==> config.mk <==
export PLATFORM = sky130hd
export DESIGN_NAME = spcd_host
export DESIGN_NICKNAME = d
export VERILOG_FILES = /design/src/verilog/spcd_pkg.sv /design/src/verilog/spcd_bus_cycle.sv /design/src/verilog/spcd_host.sv
export SDC_FILE = /design/constraint.sdc
export NUM_CORES = 1
export LEC_CHECK = 0
export CORE_MARGIN = 2
export CORE_UTILIZATION = 55
export DETAILED_ROUTE_END_ITERATION = 10
export DONT_BUFFER_PORTS = 1
export PLACE_DENSITY = 0.7
export SETUP_SLACK_MARGIN = 0.5
export SLEW_MARGIN = 20
export SYNTH_ARGS = -nofsm -noshare
export SYNTH_HDL_FRONTEND = slang
export SYNTH_HIERARCHICAL = 1
export SYNTH_SLANG_ARGS = --single-unit
export TNS_END_PERCENT = 100
==> constraint.sdc <==
create_clock -name clk -period 4.3 [get_ports clk]
set_input_delay 0.645 -clock clk [delete_from_list [all_inputs] [get_ports clk]]
set_output_delay 0.645 -clock clk [all_outputs]
set_load 0.005 [all_outputs]
==> src/verilog/spcd_pkg.sv <==
// Purpose: constants and types shared by the protection command host controller
// Assumes: x16 parallel NOR flash, 26 word-address bits, 250 MHz controller clock
// Notes:   bus timing figures are plain defaults, adjust to the fitted part
`default_nettype none
package spcd_pkg;
	// =========================================================
	// widths
	localparam int ADDR_W   = 26;
	localparam int DATA_W   = 16;
	localparam int CMD_BYTE = 8;
	localparam int SECT_LSB = 16;
	localparam int PWD_W    = 64;

	// =========================================================
	// command addresses and codes
	localparam logic [ADDR_W-1:0] UNLOCK_A1 = 26'h0000555;
	localparam logic [ADDR_W-1:0] UNLOCK_A2 = 26'h00002AA;
	localparam logic [ADDR_W-1:0] ZERO_A    = 26'h0000000;
	localparam logic [ADDR_W-1:0] SECT_MASK = 26'h3FF0000;
	localparam logic [DATA_W-1:0] CD_AA     = 16'h00AA;
	localparam logic [DATA_W-1:0] CD_55     = 16'h0055;
	localparam logic [DATA_W-1:0] CD_DYB    = 16'h00E0;
	localparam logic [DATA_W-1:0] CD_PPB    = 16'h00C0;
	localparam logic [DATA_W-1:0] CD_FRZ    = 16'h0050;
	localparam logic [DATA_W-1:0] CD_ECC    = 16'h0075;
	localparam logic [DATA_W-1:0] CD_PWD    = 16'h0060;
	localparam logic [DATA_W-1:0] CD_LOCK   = 16'h0040;
	localparam logic [DATA_W-1:0] CD_PROG   = 16'h00A0;
	localparam logic [DATA_W-1:0] CD_EXIT1  = 16'h0090;
	localparam logic [DATA_W-1:0] CD_ZERO   = 16'h0000;
	localparam logic [DATA_W-1:0] CD_ONE    = 16'h0001;
	localparam logic [DATA_W-1:0] CD_RESET  = 16'h00F0;
	localparam logic [DATA_W-1:0] CD_UNLK1  = 16'h0025;
	localparam logic [DATA_W-1:0] CD_UNLK2  = 16'h0003;
	localparam logic [DATA_W-1:0] CD_UNLK3  = 16'h0029;
	localparam logic [7:0]        ST_PROT   = 8'h00;

	// lock register: positions of the two mode lock bits
	localparam int LK_PERSIST = 1;
	localparam int LK_PASSWD  = 2;

	// =========================================================
	// sequence steps
	localparam logic [3:0] N_UNLOCK  = 4'h3;
	localparam logic [2:0] PWD_WORDS = 3'h4;

	// =========================================================
	// bus timing
	localparam int CLK_PS      = 4000;
	localparam int T_SETUP_NS  = 10;
	localparam int T_STROBE_NS = 100;
	localparam int T_HOLD_NS   = 20;
	localparam logic [7:0] C_SETUP  = 8'((T_SETUP_NS * 1000 + CLK_PS - 1) / CLK_PS);
	localparam logic [7:0] C_STROBE = 8'((T_STROBE_NS * 1000 + CLK_PS - 1) / CLK_PS);
	localparam logic [7:0] C_HOLD   = 8'((T_HOLD_NS * 1000 + CLK_PS - 1) / CLK_PS);

	// =========================================================
	// user operations
	typedef enum logic [3:0] {
		OP_ARRAY_RD  = 4'b0000,
		OP_RESET     = 4'b0001,
		OP_DYB_SET   = 4'b0010,
		OP_DYB_CLR   = 4'b0011,
		OP_DYB_RD    = 4'b0100,
		OP_PPB_PROG  = 4'b0101,
		OP_PPB_RD    = 4'b0110,
		OP_FRZ_CLR   = 4'b0111,
		OP_FRZ_RD    = 4'b1000,
		OP_ECC_RD    = 4'b1001,
		OP_PWD_PROG  = 4'b1010,
		OP_PWD_UNLK  = 4'b1011,
		OP_LOCK_PROG = 4'b1100
	} spcd_op_t;
endpackage
`default_nettype wire
==> src/verilog/spcd_bus_cycle.sv <==
// Purpose: one asynchronous bus cycle (write or read) on the flash pins
// Assumes: go is a one-cycle pulse accepted only while idle
// Notes:   read data captured at the end of the strobe, held in a register
`timescale 1ns/100ps
`default_nettype none
module spcd_bus_cycle (
	// clock and reset
	input  wire logic                       clk,
	input  wire logic                       rst,
	// request
	input  wire logic                       go,
	input  wire logic                       rd,
	input  wire logic [spcd_pkg::ADDR_W-1:0] addr,
	input  wire logic [spcd_pkg::DATA_W-1:0] wdata,
	output logic                            done,
	output logic      [spcd_pkg::DATA_W-1:0] rdata,
	// flash pins
	output logic      [spcd_pkg::ADDR_W-1:0] f_addr,
	output logic      [spcd_pkg::DATA_W-1:0] f_dq_o,
	output logic                            f_dq_oe,
	input  wire logic [spcd_pkg::DATA_W-1:0] f_dq_i,
	output logic                            f_ce_n,
	output logic                            f_we_n,
	output logic                            f_oe_n
);
	typedef enum logic [1:0] {
		BC_IDLE   = 2'b00,
		BC_SETUP  = 2'b01,
		BC_STROBE = 2'b10,
		BC_HOLD   = 2'b11
	} spcd_bc_st_t;

	typedef struct packed {
		spcd_bc_st_t                 st;
		logic [7:0]                  cnt;
		logic                        rd;
		logic                        done;
		logic [spcd_pkg::ADDR_W-1:0] addr;
		logic [spcd_pkg::DATA_W-1:0] wdata;
		logic [spcd_pkg::DATA_W-1:0] rdata;
	} spcd_bc_t;

	spcd_bc_t s_r;
	spcd_bc_t s_nxt;

	always_comb begin
		s_nxt      = s_r;
		s_nxt.done = 1'b0;
		s_nxt.cnt  = s_r.cnt - 8'h01;
		case (s_r.st)
			BC_IDLE: begin
				s_nxt.cnt = spcd_pkg::C_SETUP;
				if (go) begin
					s_nxt.st    = BC_SETUP;
					s_nxt.rd    = rd;
					s_nxt.addr  = addr;
					s_nxt.wdata = wdata;
				end
			end
			BC_SETUP: begin
				if (s_r.cnt == 8'h01) begin
					s_nxt.st  = BC_STROBE;
					s_nxt.cnt = spcd_pkg::C_STROBE;
				end
			end
			BC_STROBE: begin
				if (s_r.cnt == 8'h01) begin
					s_nxt.st  = BC_HOLD;
					s_nxt.cnt = spcd_pkg::C_HOLD;
					if (s_r.rd) begin
						s_nxt.rdata = f_dq_i;
					end
				end
			end
			BC_HOLD: begin
				if (s_r.cnt == 8'h01) begin
					s_nxt.st   = BC_IDLE;
					s_nxt.done = 1'b1;
				end
			end
			default: s_nxt.st = BC_IDLE;
		endcase
	end

	always_ff @(posedge clk) begin
		if (rst) begin
			s_r <= '0;
		end else begin
			s_r <= s_nxt;
		end
	end

	// chip enable spans the whole cycle so the strobe edge alone delimits it
	assign f_ce_n  = (s_r.st == BC_IDLE);
	assign f_we_n  = !((s_r.st == BC_STROBE) && !s_r.rd);
	assign f_oe_n  = !((s_r.st == BC_STROBE) && s_r.rd);
	assign f_dq_oe = (s_r.st != BC_IDLE) && !s_r.rd;
	assign f_addr  = s_r.addr;
	assign f_dq_o  = s_r.wdata;
	assign done    = s_r.done;
	assign rdata   = s_r.rdata;
endmodule
`default_nettype wire

==> src/verilog/spcd_host.sv <==
// Purpose: host controller issuing sector protection command sequences to a NOR flash
// Assumes: one operation at a time; device follows its own decoding rules
// Notes:   every overlay operation is entry, action, exit in one go
// Operation
// - command cycles are writes; only the listed reads are bus reads
// - host issues reset to leave identification mode or timeout status
// - overlay kept until exit sequence; exit returns to array read
// - host programs one password word per command, ascending order
// - unlock valid only once all four password words supplied
// - dynamic overlay entry AA/55/E0; A0 then 0 sets, A0 then 1 clears
// - persistent overlay: read at sector gives status; exit 90/0 or F0
// - freeze overlay entry ends in 50; A0 then 0 clears; read gives state
// - protection overlays exit 90 then 0; error overlay 75 entry, F0 exit
`timescale 1ns/100ps
`default_nettype none
module spcd_host (
	// clock and reset
	input  wire logic                        clk,
	input  wire logic                        rst,
	// user command
	input  wire logic                        cmd_valid,
	output logic                             cmd_ready,
	input  wire spcd_pkg::spcd_op_t          cmd_op,
	input  wire logic [spcd_pkg::ADDR_W-1:0] cmd_addr,
	input  wire logic [spcd_pkg::DATA_W-1:0] cmd_data,
	input  wire logic [spcd_pkg::PWD_W-1:0]  cmd_pwd,
	// user response
	output logic                             rsp_valid,
	output logic      [spcd_pkg::DATA_W-1:0] rsp_data,
	output logic                             rsp_protected,
	output logic                             rsp_err,
	output logic      [2:0]                  pwd_next,
	// flash pins
	output logic      [spcd_pkg::ADDR_W-1:0] f_addr,
	output logic      [spcd_pkg::DATA_W-1:0] f_dq_o,
	output logic                             f_dq_oe,
	input  wire logic [spcd_pkg::DATA_W-1:0] f_dq_i,
	output logic                             f_ce_n,
	output logic                             f_we_n,
	output logic                             f_oe_n
);
	typedef enum logic [1:0] {
		HS_IDLE  = 2'b00,
		HS_ISSUE = 2'b01,
		HS_WAIT  = 2'b10
	} spcd_hs_st_t;

	typedef struct packed {
		spcd_hs_st_t                 st;
		logic [3:0]                  idx;
		spcd_pkg::spcd_op_t          op;
		logic [spcd_pkg::ADDR_W-1:0] addr;
		logic [spcd_pkg::DATA_W-1:0] data;
		logic [spcd_pkg::PWD_W-1:0]  pwd;
		logic [2:0]                  pwd_next;
		logic                        rsp_valid;
		logic [spcd_pkg::DATA_W-1:0] rsp_data;
		logic                        rsp_prot;
		logic                        rsp_err;
	} spcd_hs_t;

	spcd_hs_t s_r;
	spcd_hs_t s_nxt;

	logic                        stp_rd;
	logic                        stp_last;
	logic [spcd_pkg::ADDR_W-1:0] stp_addr;
	logic [spcd_pkg::DATA_W-1:0] stp_data;
	logic                        bc_done;
	logic [spcd_pkg::DATA_W-1:0] bc_rdata;

	// =========================================================
	// step decode: the bus cycle for step idx of the current operation
	always_comb begin
		logic [3:0]                  j;
		logic [spcd_pkg::ADDR_W-1:0] sect;
		logic [spcd_pkg::DATA_W-1:0] entry;
		logic [spcd_pkg::DATA_W-1:0] act;
		logic [spcd_pkg::ADDR_W-1:0] act_a;
		logic [1:0]                  w;
		j        = s_r.idx - spcd_pkg::N_UNLOCK;
		sect     = s_r.addr & spcd_pkg::SECT_MASK;
		entry    = spcd_pkg::CD_DYB;
		act      = spcd_pkg::CD_ZERO;
		act_a    = sect;
		w        = 2'(j - 4'h2);
		stp_rd   = 1'b0;
		stp_last = 1'b0;
		stp_addr = spcd_pkg::ZERO_A;
		stp_data = spcd_pkg::CD_ZERO;
		case (s_r.op)
			spcd_pkg::OP_PPB_PROG, spcd_pkg::OP_PPB_RD: entry = spcd_pkg::CD_PPB;
			spcd_pkg::OP_FRZ_CLR, spcd_pkg::OP_FRZ_RD:  entry = spcd_pkg::CD_FRZ;
			spcd_pkg::OP_ECC_RD:                        entry = spcd_pkg::CD_ECC;
			spcd_pkg::OP_PWD_PROG, spcd_pkg::OP_PWD_UNLK: entry = spcd_pkg::CD_PWD;
			spcd_pkg::OP_LOCK_PROG:                     entry = spcd_pkg::CD_LOCK;
			default:                                    entry = spcd_pkg::CD_DYB;
		endcase
		case (s_r.op)
			spcd_pkg::OP_DYB_CLR: act = spcd_pkg::CD_ONE;
			spcd_pkg::OP_FRZ_CLR: act_a = spcd_pkg::ZERO_A;
			spcd_pkg::OP_LOCK_PROG: begin
				act   = s_r.data;
				act_a = spcd_pkg::ZERO_A;
			end
			spcd_pkg::OP_PWD_PROG: begin
				act   = s_r.data;
				act_a = {{(spcd_pkg::ADDR_W-2){1'b0}}, s_r.addr[1:0]};
			end
			default: act = spcd_pkg::CD_ZERO;
		endcase
		if (s_r.op == spcd_pkg::OP_ARRAY_RD) begin
			stp_rd   = 1'b1;
			stp_addr = s_r.addr;
			stp_last = 1'b1;
		end else if (s_r.op == spcd_pkg::OP_RESET) begin
			stp_data = spcd_pkg::CD_RESET;
			stp_last = 1'b1;
		end else if (s_r.idx == 4'h0) begin
			stp_addr = spcd_pkg::UNLOCK_A1;
			stp_data = spcd_pkg::CD_AA;
		end else if (s_r.idx == 4'h1) begin
			stp_addr = spcd_pkg::UNLOCK_A2;
			stp_data = spcd_pkg::CD_55;
		end else if (s_r.idx == 4'h2) begin
			stp_addr = spcd_pkg::UNLOCK_A1;
			stp_data = entry;
		end else begin
			case (s_r.op)
				spcd_pkg::OP_DYB_RD, spcd_pkg::OP_FRZ_RD, spcd_pkg::OP_PPB_RD, spcd_pkg::OP_ECC_RD: begin
					case (j)
						4'h0: begin
							stp_rd   = 1'b1;
							stp_addr = (s_r.op == spcd_pkg::OP_ECC_RD) ? s_r.addr :
								(s_r.op == spcd_pkg::OP_FRZ_RD) ? spcd_pkg::ZERO_A : sect;
						end
						4'h1: begin
							if (s_r.op == spcd_pkg::OP_ECC_RD || s_r.op == spcd_pkg::OP_PPB_RD) begin
								stp_data = spcd_pkg::CD_RESET;
								stp_last = 1'b1;
							end else begin
								stp_data = spcd_pkg::CD_EXIT1;
							end
						end
						default: stp_last = 1'b1;
					endcase
				end
				spcd_pkg::OP_PWD_UNLK: begin
					case (j)
						4'h0: stp_data = spcd_pkg::CD_UNLK1;
						4'h1: stp_data = spcd_pkg::CD_UNLK2;
						4'h2, 4'h3, 4'h4, 4'h5: begin
							stp_addr = {{(spcd_pkg::ADDR_W-2){1'b0}}, w};
							stp_data = s_r.pwd[w*spcd_pkg::DATA_W +: spcd_pkg::DATA_W];
						end
						4'h6: stp_data = spcd_pkg::CD_UNLK3;
						4'h7: stp_data = spcd_pkg::CD_EXIT1;
						default: stp_last = 1'b1;
					endcase
				end
				default: begin
					case (j)
						4'h0: stp_data = spcd_pkg::CD_PROG;
						4'h1: begin
							stp_addr = act_a;
							stp_data = act;
						end
						4'h2: stp_data = spcd_pkg::CD_EXIT1;
						default: stp_last = 1'b1;
					endcase
				end
			endcase
		end
	end

	// =========================================================
	// sequencer
	always_comb begin
		s_nxt           = s_r;
		s_nxt.rsp_valid = 1'b0;
		case (s_r.st)
			HS_IDLE: begin
				if (cmd_valid) begin
					s_nxt.op      = cmd_op;
					s_nxt.addr    = cmd_addr;
					s_nxt.data    = cmd_data;
					s_nxt.pwd     = cmd_pwd;
					s_nxt.idx     = 4'h0;
					s_nxt.rsp_err = 1'b0;
					s_nxt.st      = HS_ISSUE;
					// both mode lock bits at once would abort in the device
					if (cmd_op == spcd_pkg::OP_LOCK_PROG && !cmd_data[spcd_pkg::LK_PERSIST] &&
						!cmd_data[spcd_pkg::LK_PASSWD]) begin
						s_nxt.st        = HS_IDLE;
						s_nxt.rsp_err   = 1'b1;
						s_nxt.rsp_valid = 1'b1;
					end
					if (cmd_op == spcd_pkg::OP_PWD_PROG &&
						({1'b0, cmd_addr[1:0]} != s_r.pwd_next || s_r.pwd_next == spcd_pkg::PWD_WORDS)) begin
						s_nxt.st        = HS_IDLE;
						s_nxt.rsp_err   = 1'b1;
						s_nxt.rsp_valid = 1'b1;
					end
				end
			end
			HS_ISSUE: s_nxt.st = HS_WAIT;
			HS_WAIT: begin
				if (bc_done) begin
					if (stp_rd) begin
						s_nxt.rsp_data = bc_rdata;
						s_nxt.rsp_prot = (bc_rdata[spcd_pkg::CMD_BYTE-1:0] == spcd_pkg::ST_PROT);
					end
					if (stp_last) begin
						s_nxt.st        = HS_IDLE;
						s_nxt.rsp_valid = 1'b1;
						if (s_r.op == spcd_pkg::OP_PWD_PROG) begin
							s_nxt.pwd_next = s_r.pwd_next + 3'h1;
						end
					end else begin
						s_nxt.idx = s_r.idx + 4'h1;
						s_nxt.st  = HS_ISSUE;
					end
				end
			end
			default: s_nxt.st = HS_IDLE;
		endcase
	end

	always_ff @(posedge clk) begin
		if (rst) begin
			s_r <= '0;
		end else begin
			s_r <= s_nxt;
		end
	end

	spcd_bus_cycle u_cycle (
		.clk     (clk),
		.rst     (rst),
		.go      (s_r.st == HS_ISSUE),
		.rd      (stp_rd),
		.addr    (stp_addr),
		.wdata   (stp_data),
		.done    (bc_done),
		.rdata   (bc_rdata),
		.f_addr  (f_addr),
		.f_dq_o  (f_dq_o),
		.f_dq_oe (f_dq_oe),
		.f_dq_i  (f_dq_i),
		.f_ce_n  (f_ce_n),
		.f_we_n  (f_we_n),
		.f_oe_n  (f_oe_n)
	);

	assign cmd_ready     = (s_r.st == HS_IDLE);
	assign rsp_valid     = s_r.rsp_valid;
	assign rsp_data      = s_r.rsp_data;
	assign rsp_protected = s_r.rsp_prot;
	assign rsp_err       = s_r.rsp_err;
	assign pwd_next      = s_r.pwd_next;
endmodule
`default_nettype wire

==> flow_metrics.py <==
metrics = {
    "status": {
        "run_status": "finished clean",
    },
    "drt": {
        "routed_wire_length_per_instance_um": 18.1,
        "detail_route.first_pass.iterations": 5,
        "routed_wirelength_um": 25500,
        "via_count": 8200,
        "detailedRoute.firstIterationViolations": 670,
        "route.detailed.drc": 0,
        "vias_per_cell": 5.82,
        "postRouteAntennaNets": 0,
    },
    "synth": {
        "yosys.cell_count.top_type": "sky130_fd_sc_hd__nand2_1",
        "syn_avg_cell_area_um2": 8.41,
        "number_of_synthesized_flops_with_an_enable_pin": 0,
        "post_synth_fa_ha_maj_area_fraction_pct": 1.30,
        "synth_top_family_by_area": "simple AND/OR/NAND/NOR gates",
        "share_of_synthesized_area_occupied_by_flip_flops_and_latches_pct": 40.0,
        "synth_top_area_share_pct": 40.0,
        "cell_type_contributing_the_most_total_cell_area_after_synthesis": "sky130_fd_sc_hd__dfxtp_1",
        "post_synth_mux_area_share_pct": 11.0,
        "post_synth_num_cell_types": 89,
        "async_flop_share_pct": 0,
        "synth_ff_type": "sky130_fd_sc_hd__dfxtp_1",
        "compound_cell_area_share_of_the_yosys_netlist_pct": 16.4,
        "synth-seq-cells": 212,
        "yosys_warning_count": 6,
        "post_synth_main_area_contributors": "sky130_fd_sc_hd__dfxtp_1 (40%), sky130_fd_sc_hd__nand2_1 (8.8%), sky130_fd_sc_hd__mux2i_1 (7.4%)",
        "synth-xor-area-share_pct": 0.330,
        "netlist_area_mm2": 0.0106,
        "syn_inst": 1263,
        "postSynthNetCount": 1403,
        "synthTopCellsByCount": "sky130_fd_sc_hd__nand2_1 (249), sky130_fd_sc_hd__dfxtp_1 (212), sky130_fd_sc_hd__a21oi_1 (137), sky130_fd_sc_hd__nor2_1 (94), sky130_fd_sc_hd__buf_4 (82)",
        "synth-simple-area-share_pct": 21.1,
    },
    "sta": {
        "slew_headroom_pct": 35.0,
        "max_slew.worst_pin.slew_ns": 0.972,
        "setup_tns_ns": 0,
        "finalWorstPathRequiredPeriod_ns": 3.30,
        "timing.clock.skew_ns": 0.0113,
        "setup_repair_after_global_routing_missed_its_margin": "false",
        "final-setup-viol-count": 0,
        "report.final.hold_viol_count": 0,
        "final_worst_path_cycle_share_pct": 76.7,
        "drv_slew": 0,
        "max_freq_mhz": 303,
    },
    "worst_setup_path": {
        "cp-endpoint": "u_cycle/f_addr[11]",
        "cp.required_ns": 4.74,
        "r2r_setup_slack_ns": 1.00,
        "reg2reg_to": "u_cycle/f_addr[11]",
        "crit_start": "s_r[132]",
        "timing.critical_path.fanout_max": 22,
        "r2r-start": "s_r[132]",
        "r2r_cells": 10,
        "worst-setup-path-type": "register to register",
        "arrival_time_of_data_at_the_critical_path_endpoint_ns": 3.74,
        "cp-end-kind": "register",
        "start_kind": "register",
    },
    "clock_tree": {
        "ctsResizeCount": 0,
        "cts.reportedPaths.clkPinSlew_ns": 0.06,
        "clock_tree.root_cell": "sky130_fd_sc_hd__clkbuf_16",
        "post-cts-setup-buffers": 0,
        "cts_tree": "yes",
        "worst_skew_pair.late_latency_ns": 0.51,
        "tritoncts_num_sinks": 212,
        "number_of_buffers_created_by_cts": 23,
        "cts_hold_buf": 0,
        "clk_path_buf_depth": 3,
        "cts.htree.levels": 1,
    },
    "floorplanning": {
        "die-area_mm2": 0.0204,
        "die-width_um": 143,
        "die_height_um": 143,
        "floorplan.rows": 50,
        "start_util_pct": 56.4,
        "area_inside_the_core_boundary_mm2": 0.0188,
        "io-pin-count": 198,
    },
    "global_routing": {
        "grt_overflow": 0,
        "pin_count_of_the_biggest_net_entering_global_routing": 233,
        "via_count_of_the_first_global_routing_pass": 7501,
        "track_usage_pct": 23.9,
        "grt_pass1_wl_um": 39700,
        "antenna_found_initial": 0,
    },
    "finish": {
        "antenna-diode-count": 0,
        "syn2layout_area_growth_pct": 2.32,
        "finish.net_count": 1272,
        "final_core_util_pct": 57.7,
        "fill_cells": 1732,
        "drive_above_1_share_pct": 8.36,
    },
    "placement": {
        "place.port_buffers": 0,
        "hpwl_dp_um": 17300,
        "gp_congestion": 0.927,
    },
    "job": {
        "max_cap_viol_count": 0,
    },
    "power_and_ir_drop": {
        "vdd_drop_max_mv": 0.326,
        "power.leakage_nw": 3.85,
        "power.density_cell_area_mw_per_mm2": 423,
    },
    "min_path": {
        "hold_class": "primary input to register",
    },
}
## worst min-delay path by stage
stage                                to      from  cells after the start
after CTS                  rsp_data[15]       rst                      1
after global routing      rsp_protected       rst                      1
after global placement         s_r[115]  s_r[115]                      2
after detailed placement       s_r[119]  s_r[119]                      2
after floorplan                 s_r[89]   s_r[89]                      2
final                      rsp_data[15]       rst                      1
## cells by family (layout without fill, tap and decap cells)
logic type,Yosys count,in the layout
xor+xnor,4,4
fa+ha+maj,11,11
flops,212,212
compound gates,272,272
mux,96,96
simple gates,484,484
buf+inv,184,70
## layer usage
metal | vias up | GRT usage, % | share of wire, %
met5 | - | 0 | 0
met4 | 0 | 6.67 | 2.4
met3 | 42 | 7.31 | 9.1
met2 | 298 | 35.8 | 44
met1 | 3841 | 33.4 | 45
li1 | 4019 | - | -
## sequential cells by signal (all words and copies together), names as in the netlist, named ones only
register,cells
rsp_protected,1
u_cycle/f_addr,26
rsp_data,16
pwd_next,3
u_cycle/f_dq_o,16
u_cycle/done,1
u_cycle/rdata,16
rsp_err,1
u_cycle/s_r,11
rsp_valid,1
s_r,116
## worst max-delay path: stages (launching register included)
cell and delay, ns:
sky130_fd_sc_hd__dfxtp_1 0.43, sky130_fd_sc_hd__buf_4 0.39, sky130_fd_sc_hd__ha_1 0.47, sky130_fd_sc_hd__nor2b_1 0.26, sky130_fd_sc_hd__a21boi_2 0.32, sky130_fd_sc_hd__o21ai_1 0.21, sky130_fd_sc_hd__or3b_1 0.43, sky130_fd_sc_hd__a211oi_2 0.36
sky130_fd_sc_hd__and2_1 0.18, sky130_fd_sc_hd__mux2i_1 0.06, sky130_fd_sc_hd__nor2_1 0.12
## placed cells by master (no fill, tap or decap), drive strengths merged, types with 4 or more instances in the layout
cell type	instances
a211oi	11
a21boi	5
a21o	9
a21oi	138
a221oi	4
a22oi	13
a31oi	8
and2	6
and3	11
buf	8
clkbuf	34
dfxtp	212
ha	11
inv	21
mux2i	78
mux4	16
nand2	249
nand2b	43
nand3	7
nand3b	6
nand4	7
nor2	95
nor2b	11
nor3	8
nor3b	4
nor4	7
o21a	4
o21ai	27
o22ai	6
o31ai	8
or2	6
or3	5
or3b	4
or4	4
## stage by stage
stage                     worst slack (ns)  power [W]  instance area [um^2]  hold WS, ns  std cells
after floorplan                       1.09    0.00250                 10600        0.431       1263
after global placement                1.13    0.00256                 10100        0.434       1367
after detailed placement             0.999    0.00257                 10100        0.438       1367
after CTS                            0.977    0.00463                 10900        0.189       1409
after global routing                 0.709    0.00477                 10900        0.185       1409
final                                 1.00    0.00459                 10900        0.215       1409
## where the power goes
| group | switching (W) | internal, W |
|---|---|---|
| clock network | 0.000793 | 0.00127 |
| logic | 0.000248 | 0.000156 |
| registers | 0.0000694 | 0.00205 |
| total | 0.00111 | 0.00348 |
## cell type report
class | instances | area [um^2] | share of cell area [%]
Clock inverter | 8 | 125 | 1.15
Sequential cell | 212 | 4240 | 39.1
Multi-Input combinational cell | 867 | 5350 | 49.2
Inverter | 20 | 75.1 | 0.691
Clock buffer | 34 | 677 | 6.23
Tap cell | 260 | 325 | 2.99
Timing Repair Buffer | 8 | 72.6 | 0.668
Power figures use the tool's default switching activity.
